[src/rtl/suspend_irq_defines.svh]
// Register offsets, field positions, reset values and timing counts
`ifndef SUSPEND_IRQ_DEFINES_SVH
`define SUSPEND_IRQ_DEFINES_SVH
`define ADDR_W 10
`define OFS_IRQ_STATUS 10'h310
`define OFS_IRQ_ENABLE 10'h314
`define OFS_POWER_DOWN 10'h354
`define OFS_WAKE_COUNT 10'h358
`define BIT_OC2_OFF 2
`define BIT_OC1_OFF 1
`define BIT_CLK_KEEP 0
`define PWR_RESET 3'h0
`define IRQ_RESET 32'h0000_0000
`define CLK_MHZ 200
`define WAKE32_NS 10000
`define WAKE16_NS 50000000
// Divide first so the product stays inside 32 bits
`define WAKE32_CYCLES ((`WAKE32_NS / 1000) * `CLK_MHZ)
`define WAKE16_CYCLES ((`WAKE16_NS / 1000) * `CLK_MHZ)
`define CLK_STABLE_BIT 6
`endif

[src/rtl/suspend_irq_pkg.sv]
// Types shared by the suspend power and interrupt status block
package suspend_irq_pkg;
  typedef struct packed {
    logic cs;
    logic rd;
    logic wr;
    logic [9:0] addr;
    logic [31:0] wdata;
  } cpu_req_s;
  typedef enum logic [1:0] {awake, suspended, waking} wake_state_e;
endpackage : suspend_irq_pkg

[src/rtl/suspend_power_and_irq_status.sv]
// Power-down control bits, wake timing and sticky host interrupt status
`timescale 1ns/10ps
`default_nettype none
`include "suspend_irq_defines.svh"
module suspend_power_and_irq_status #(
  parameter int unsigned WAKE32_CYCLES = `WAKE32_CYCLES,
  parameter int unsigned WAKE16_CYCLES = `WAKE16_CYCLES
) (
  input wire logic clk,
  input wire logic reset,
  input wire suspend_irq_pkg::cpu_req_s cpu_req,
  output logic [31:0] cpu_rdata,
  input wire logic bus_width_32,
  input wire logic suspend_request,
  input wire logic [31:0] irq_events,
  input wire logic global_interrupt_enable,
  input wire logic slow_suspend_clock,
  output logic host_irq,
  output logic port1_overcurrent_power_off,
  output logic port2_overcurrent_power_off,
  output logic clocks_stopped,
  output logic slow_clock_only
);
  import suspend_irq_pkg::*;

  if (WAKE32_CYCLES < 1 || WAKE16_CYCLES < 1) begin : gen_bad_wake
    $error("Wake counts must be at least one cycle");
  end

  // ==========================================================
  // Strap capture
  // ==========================================================
  logic width_meta;
  logic width_sync;
  logic [1:0] strap_age;
  logic strap_done;
  always_ff @(posedge clk or posedge reset) begin
    if (reset) begin
      width_meta <= 1'b0;
      width_sync <= 1'b0;
    end else begin
      width_meta <= bus_width_32;
      width_sync <= width_meta;
    end
  end
  // Strap read only after the synchroniser has filled
  wire strap_ready = (strap_age == 2'h2) && !strap_done;
  always_ff @(posedge clk or posedge reset) begin
    if (reset) begin
      strap_age <= 2'h0;
      strap_done <= 1'b0;
    end else begin
      if (strap_age != 2'h2) strap_age <= strap_age + 2'h1;
      if (strap_ready) strap_done <= 1'b1;
    end
  end

  // ==========================================================
  // Register decode
  // ==========================================================
  wire wr_en = cpu_req.cs && cpu_req.wr;
  wire rd_en = cpu_req.cs && cpu_req.rd;
  wire wr_status = wr_en && (cpu_req.addr == `OFS_IRQ_STATUS);
  wire wr_enable = wr_en && (cpu_req.addr == `OFS_IRQ_ENABLE);
  wire wr_power = wr_en && (cpu_req.addr == `OFS_POWER_DOWN);
  wire wr_wake = wr_en && (cpu_req.addr == `OFS_WAKE_COUNT);

  logic [31:0] irq_status;
  logic [31:0] irq_enable;
  logic [2:0] power_down;
  logic [31:0] wake_count;
  wake_state_e state;
  logic [31:0] wake_timer;
  logic clock_stable_event;

  // ==========================================================
  // Power-down control and wake count
  // ==========================================================
  wire [31:0] wake_default = width_sync ? WAKE32_CYCLES : WAKE16_CYCLES;
  always_ff @(posedge clk or posedge reset) begin
    if (reset) begin
      power_down <= `PWR_RESET;
      wake_count <= 32'h0000_0000;
    end else begin
      if (wr_power) power_down <= cpu_req.wdata[2:0];
      if (strap_ready) wake_count <= wake_default;
      else if (wr_wake) wake_count <= cpu_req.wdata;
    end
  end

  // ==========================================================
  // Suspend and wake sequencing
  // ==========================================================
  wire clk_keep = power_down[`BIT_CLK_KEEP];
  // A zero count would wrap the timer round past 32'hffff_ffff; hold at least one cycle
  wire [31:0] wake_load = (wake_count == 32'h0) ? 32'h1 : wake_count;
  wake_state_e next_state;
  logic [31:0] next_timer;
  always_comb begin
    next_state = state;
    next_timer = wake_timer;
    unique case (state)
      awake: begin
        if (suspend_request) next_state = suspended;
      end
      suspended: begin
        if (!suspend_request) begin
          next_state = clocks_stopped ? waking : awake;
          next_timer = wake_load;
        end
      end
      waking: begin
        next_timer = wake_timer - 32'h1;
        if (wake_timer == 32'h1) next_state = awake;
      end
    endcase
  end
  wire next_stable = (state == waking) && (wake_timer == 32'h1);
  always_ff @(posedge clk or posedge reset) begin
    if (reset) begin
      state <= awake;
      wake_timer <= 32'h0;
      clock_stable_event <= 1'b0;
    end else begin
      state <= next_state;
      wake_timer <= next_timer;
      clock_stable_event <= next_stable;
    end
  end

  // ==========================================================
  // Suspend outputs
  // ==========================================================
  wire in_susp = (next_state == suspended);
  always_ff @(posedge clk or posedge reset) begin
    if (reset) begin
      clocks_stopped <= 1'b0;
      slow_clock_only <= 1'b0;
      port1_overcurrent_power_off <= 1'b0;
      port2_overcurrent_power_off <= 1'b0;
    end else begin
      clocks_stopped <= in_susp && !clk_keep;
      slow_clock_only <= in_susp && !clk_keep;
      port1_overcurrent_power_off <= in_susp && power_down[`BIT_OC1_OFF];
      port2_overcurrent_power_off <= in_susp && power_down[`BIT_OC2_OFF];
    end
  end

  // ==========================================================
  // Interrupt status
  // ==========================================================
  logic [31:0] stable_vec;
  always_comb begin
    stable_vec = 32'h0;
    stable_vec[`CLK_STABLE_BIT] = clock_stable_event;
  end
  wire [31:0] set_vec = irq_events | stable_vec;
  wire [31:0] clr_vec = wr_status ? cpu_req.wdata : 32'h0;
  // Set wins over a clear in the same cycle
  wire [31:0] next_status = (irq_status & ~clr_vec) | set_vec;
  wire next_irq = global_interrupt_enable && |(irq_status & irq_enable);
  always_ff @(posedge clk or posedge reset) begin
    if (reset) begin
      irq_status <= `IRQ_RESET;
      irq_enable <= `IRQ_RESET;
      host_irq <= 1'b0;
    end else begin
      irq_status <= next_status;
      if (wr_enable) irq_enable <= cpu_req.wdata;
      host_irq <= next_irq;
    end
  end

  // ==========================================================
  // Read path
  // ==========================================================
  logic [31:0] rd_mux;
  always_comb begin
    unique case (cpu_req.addr)
      `OFS_IRQ_STATUS: rd_mux = irq_status;
      `OFS_IRQ_ENABLE: rd_mux = irq_enable;
      `OFS_POWER_DOWN: rd_mux = {29'h0, power_down};
      `OFS_WAKE_COUNT: rd_mux = wake_count;
      default: rd_mux = 32'h0;
    endcase
  end
  always_ff @(posedge clk or posedge reset) begin
    if (reset) cpu_rdata <= 32'h0;
    else if (rd_en) cpu_rdata <= rd_mux;
  end
endmodule : suspend_power_and_irq_status
`default_nettype wire

[config.mk]
export PLATFORM = sky130hd
export DESIGN_NAME = suspend_power_and_irq_status
export DESIGN_NICKNAME = d
export VERILOG_FILES = /design/src/rtl/suspend_irq_pkg.sv /design/src/rtl/suspend_power_and_irq_status.sv
export VERILOG_INCLUDE_DIRS = /design/src /design/src/rtl
export SDC_FILE = /design/constraint.sdc
export NUM_CORES = 1
export LEC_CHECK = 0
export ABC_AREA = 0
export BUFFER_PORTS_ARGS = -buffer_cell sky130_fd_sc_hd__buf_4
export CORE_ASPECT_RATIO = 1.1
export CORE_MARGIN = 10
export CORE_UTILIZATION = 27
export CTS_BUF_LIST = sky130_fd_sc_hd__clkbuf_4 sky130_fd_sc_hd__clkbuf_8
export CTS_CLUSTER_SIZE = 8
export DETAILED_ROUTE_END_ITERATION = 10
export HOLD_SLACK_MARGIN = 0.06
export SLEW_MARGIN = 10
export SYNTH_ARGS = -nofsm -noshare
export SYNTH_HDL_FRONTEND = slang
export SYNTH_SLANG_ARGS = --single-unit
[constraint.sdc]
create_clock -name clk -period 8.5 [get_ports clk]
set_input_delay 1.7 -clock clk [delete_from_list [all_inputs] [get_ports clk]]
set_output_delay 1.7 -clock clk [all_outputs]
set_load 0.01 [all_outputs]
## Word-level counts from Yosys, hierarchy flattened

Cells that the tools add are included.

| cells by class | value |
|---|---|
| equal/unequal tests | 11 |
| bitwise logic cells | 5 |
| multiplexer cells | 13 |
| reduce and logical (&&, ||, !) cells | 20 |
| add/subtract/negate cells | 2 |

Operator list:

| cell | count |
|---|---|
| 2-to-1 mux 32 bit | 5 |
| one-hot mux 32 bit (4 select lines) | 1 |
| bitwise AND 32 bit | 2 |
| one-hot mux 32 bit (2 select lines) | 1 |
| == test 10 bit (second input constant) | 4 |
| == test 32 x 1 -> 1 bit (second input constant) | 1 |
| logical NOT 32 bit | 1 |
| inverter 32 bit | 1 |
| bitwise OR 32 bit | 1 |
| bitwise OR 32 x 7 -> 32 bit | 1 |
| OR reduction 32 bit | 1 |
| subtractor 32 x 1 -> 32 bit (second input constant) | 1 |
| 2-to-1 mux 24 bit | 1 |
| logical AND 1 bit | 12 |
| 2-to-1 mux 2 bit | 4 |
| one-hot mux 2 bit (3 select lines) | 1 |
| == test 2 x 1 -> 1 bit (second input constant) | 2 |
| == test 2 bit (second input constant) | 2 |
| != test 2 bit (second input constant) | 2 |
| nonzero test 2 bit | 2 |
| adder 2 x 1 -> 2 bit (second input constant) | 1 |
| logical NOT 1 bit | 2 |
| logical NOT 2 bit | 1 |
| AND reduction 2 bit | 1 |

| word-level totals | value |
|---|---|
| output and inout bits | 37 |
| register bits after elaboration | 175 |
| input bits | 83 |
| logic and storage cells | 67 |

## Longest topological paths before layout

| depth | value |
|---|---|
| depth after elaboration | 6 |
| depth in mapped cells | 8 |
| mapped depth without buffers | 7 |

## Least setup slack after synthesis

No wires, ideal clock.

| timing path | value |
|---|---|
| path kind | in2reg |
| from | in cpu_req[33] (netlist bit) |
| to | reg wake_count[12] |
| data arrival time | 3.239 ns |
| buffers on the path | 2 |
| stages | 6 |
| path slack | 5.124 ns |
| path through | or3b_1 clkbuf_1 nor4_2 buf_2 mux2i_1 a21oi_1 |

| between the ends | value |
|---|---|
| cells in the longest elaborated chain, start to end | 3 |

RTL lines:

| what | line | source |
|---|---|---|
| start: declaration | suspend_power_and_irq_status.sv:11 | `input wire suspend_irq_pkg::cpu_req_s cpu_req,` |
| == test 10 bit | - |  |
| logical AND 1 bit | suspend_power_and_irq_status.sv:66 | `` wire wr_wake = wr_en && (cpu_req.addr == `OFS_WAKE_COUNT); `` |
| nonzero test 2 bit (no source line) | - |  |
| end signal: assignment | suspend_power_and_irq_status.sv:86 | `if (strap_ready) wake_count <= wake_default;` |
| end signal: assignment | suspend_power_and_irq_status.sv:87 | `else if (wr_wake) wake_count <= cpu_req.wdata;` |
| end: declaration | suspend_power_and_irq_status.sv:71 | `logic [31:0] wake_count;` |

No other way between the ends.
A chain may end at the register's enable or synchronous reset.

## Worst setup path in the final report

| timing path | value |
|---|---|
| from | in cpu_req[33] (netlist bit) |
| to | reg wake_count[17] |

Same word-level chain as after synthesis.

==> qor.csv <==
metric,value,unit
FMAX,250,MHz
placed insts,1370,
total iterations of the first detailed-routing run,5,
Power Density,191,mW/mm2
row cnt,67,
Ys Warns,0,
pin count of the biggest net entering global routing,84,
VDD IR-drop max,0.108,mV
htree depth,4,
"Slowest-stage cell, CP",nand3_1,
combinational share of power,14.4,%
Total GRT Usage,14.3,%
"FF+latch count, synth",175,
Synth area leaders,"dfrtp_1 52%, nand2_1 6.1%, a21oi_1 5.6%, mux2_2 4.8%, a22oi_1 4.6%",
fraction of registers with async set/reset,100,%
vias per cell,5.22,
full die area,0.0387,mm2
share of the yosys chip area belonging to registers,51.9,%
final non-filler cell total,1401,
CTS tree,built,
post-synthesis cell type count,58,
Worst setup SP type,input port,
Worst path max stage delay,0.87,ns
worst min path class,flip-flop to flip-flop,
Resize count post-CTS,0,
post-route clock skew,0.0151,ns
Setup WS post-layout,4.49,ns
Crit. End Element,flip-flop,
Max Cap Viol,0,
Crit Path Max Fanout,30,
reg-to-reg endpoint,wake_timer[28]$_DFFE_PP0P_,
Slew headroom,24.6,%
DRC viols,0,
global route total overflow,0,
Pleak,4.06,nW
dpl ws,4.01,ns
RSZ-0062 raised after global routing,false,
CTS Buf Count,17,
R2R depth,7,
"Setup Fix Bufs, Post-CTS",0,
1st-iter DRT viols,615,
sw power,0.551,mW
vias in the first global route,7264,
share of cells above drive strength 1,21.7,%
Wirelength per Cell,20.2,um
CP Capture Point,wake_count[17]$_DFFE_PP0P_,
worst skew pair latency,0.48,ns
Clock transition at path regs,0.09,ns
"EDFF count, synth",0,
Pins Over Slew Limit,0,
"Top cell by count, worst path",buf_4,
status,"finished, final reports clean",
sequential power share,49.4,%
crit share post-route,47.2,%
r2r setup slk,5.76,ns
Die X,189,um
Cells after Synth,875,
first-pass GRT wire length,43.6,mm
WS Path Type,input port to flip-flop,
Synth area leader,dfrtp_1,
CP Launch Point,cpu_req[33],
syn_area_per_cell,9.64,um2
# nets final,1063,
post-synthesis instance area,0.00843,mm2
TNS Setup,0,ns
share of the synthesized area in the top cell type,51.9,%
maximum clock insertion buffer count,2,
clock share of power,36.2,%
post-synth net total,963,
hpwl dp,20.4,mm
FF-to-FF Start,wake_timer[0]$_DFFE_PP0P_,
vias,7316,
"critical path, cell by cell",buf_4 -> or3b_1 -> nor4_2 -> buf_4 -> nand3_1 -> nand2_1 -> a21oi_1,
Util after Layout,33.5,%
post-layout min period,4.01,ns
core area,0.0307,mm2
area grow syn2layout,21.7,%
die height,205,um
Routed Antenna Nets,0,
CTS hold repair buffers,0,
Top Ports,120,
WHS,0.359,ns
P_int,1.41,mW
Post-synth top flop,dfrtp_1,
CP Data Required Time,8.86,ns
Worst EP arrival,4.37,ns
Sw Share,28.1,%
clock sinks,175,
final hold vios,0,
root buf cell,clkbuf_8,
Worst Max-Slew Pin Slew,1.13,ns
Routed WL,28.3,mm
routability cong.,0.885,
initial antenna violation count,0,
endpoints failing setup,0,
Initial Util,27.5,%
Port-buffer cells,118,
# diodes,0,
state kept, by name (all words and copies together), names as in the netlist, 2 cells and up:
register,flops
wake_timer,32
irq_enable,32
wake_count,32
irq_status,32
strap_age,2
state,2
power_down,3
cpu_rdata,32
power by group through the flow:
stage | clock network [mW] | registers (mW) | logic, mW
floorplan | 0 | 0.956 | 0.193
global placement | 0 | 0.979 | 0.275
detailed placement | 0 | 0.981 | 0.281
CTS | 0.719 | 0.965 | 0.282
global route | 0.749 | 0.977 | 0.316
finish | 0.708 | 0.968 | 0.282
cell type report:
| cell class | count | area [um2] |
|---|---|---|
| clock buffers | 21 | 270 |
| clock inverters | 10 | 209 |
| fillers | 3237 | 20400 |
| inverters | 11 | 46.3 |
| multi-input cells | 637 | 3840 |
| flip-flops and latches | 175 | 4380 |
| well taps | 414 | 518 |
| repair buffers | 133 | 998 |
cell usage after synthesis, types with 2 or more instances:
cell and n:
nor2b_1 7, o31ai_1 3, a31oi_1 6, mux2i_1 12, buf_2 7, o211ai_1 4
nor2_1 56, or4_4 2, nand2_1 138, a21oi_1 95, o21ai_0 47, dfrtp_1 175
nand3_1 16, or3_1 5, a21o_1 33, a22oi_1 52, o21a_1 6, clkbuf_1 43
o22a_1 8, nand4b_1 2, o22ai_1 9, and2_1 3, o32ai_1 2, xnor2_1 2
nor4_1 18, nand2b_1 2, a211oi_1 4, ha_1 5, inv_1 11, a2bb2oi_1 4
nand3b_1 2, nor3_1 12, nand4_1 13, mux2_2 36, and3_1 4, or4_1 9
logic make-up (layout without fill, tap and decap cells):
| family | count (synthesis) | after routing | share of synthesized area (%) |
|---|---|---|---|
| AOI/OAI and AO/OA | 283 | 283 | 21.2 |
| and+or+nand+nor | 299 | 299 | 16.8 |
| DFF | 175 | 175 | 51.9 |
| muxes | 48 | 48 | 6.23 |
| adders and majority gates | 5 | 5 | 0.742 |
| buffers and inverters | 63 | 175 | 2.95 |
| xor gates and xnor gates | 2 | 2 | 0.208 |
cells in the final DEF, fill, tap and decap left out, types with 3 or more instances in the layout:
| cell type | count |
|---|---|
| nor2_1 | 54 |
| and2_1 | 3 |
| clkbuf_8 | 18 |
| bufinv_16 | 6 |
| mux2i_1 | 12 |
| o21ai_0 | 47 |
| o22ai_1 | 9 |
| or4_1 | 9 |
| nand3_1 | 16 |
| a31oi_1 | 6 |
| a21oi_1 | 95 |
| inv_1 | 10 |
| dfrtp_1 | 175 |
| buf_4 | 133 |
| ha_1 | 4 |
| o31ai_1 | 3 |
| o22a_1 | 8 |
| o21a_1 | 6 |
| clkbuf_4 | 3 |
| nor3_1 | 12 |
| mux2_2 | 36 |
| a2bb2oi_1 | 4 |
| or3_1 | 5 |
| a22oi_1 | 52 |
| nor4_1 | 16 |
| o211ai_1 | 4 |
| a21o_1 | 33 |
| nor2b_1 | 7 |
| nand4_1 | 13 |
| nand2_1 | 138 |
| and3_1 | 4 |
| a211oi_1 | 4 |
critical path, delay by kind of cell:
family	cells	cell delay (ns)
and+or+nand+nor	4	2.01
AOI/OAI and AO/OA	1	0.10
buffers and inverters	2	0.53
routing by layer:
layer	vias to the layer above	track usage [%]	part of all wire, %
met5	-	0	0
met2	235	25.1	51
met4	0	4.00	1.7
li1	3386	-	-
met1	3667	17.5	42
met3	28	2.86	5.3
worst min-delay path by stage:
stage | start | to | slack [ns] | cells after the start
6_report | width_meta$_DFF_PP0_ | width_sync$_DFF_PP0_ | 0.36 | 0
5_1_grt | width_meta$_DFF_PP0_ | width_sync$_DFF_PP0_ | 0.38 | 0
4_1_cts | width_meta$_DFF_PP0_ | width_sync$_DFF_PP0_ | 0.36 | 0
2_1_floorplan | width_meta$_DFF_PP0_ | width_sync$_DFF_PP0_ | 0.33 | 0
3_5_place_dp | width_meta$_DFF_PP0_ | width_sync$_DFF_PP0_ | 0.35 | 0
3_3_place_gp | width_meta$_DFF_PP0_ | width_sync$_DFF_PP0_ | 0.34 | 0
stage by stage:
step	instance area, um2	power [mW]
floorplan	8430	1.15
detailed placement	9780	1.26
global route	10300	2.04
global placement	9780	1.25
finish	10300	1.96
CTS	10300	1.97
Power figures use the tool's default switching activity.
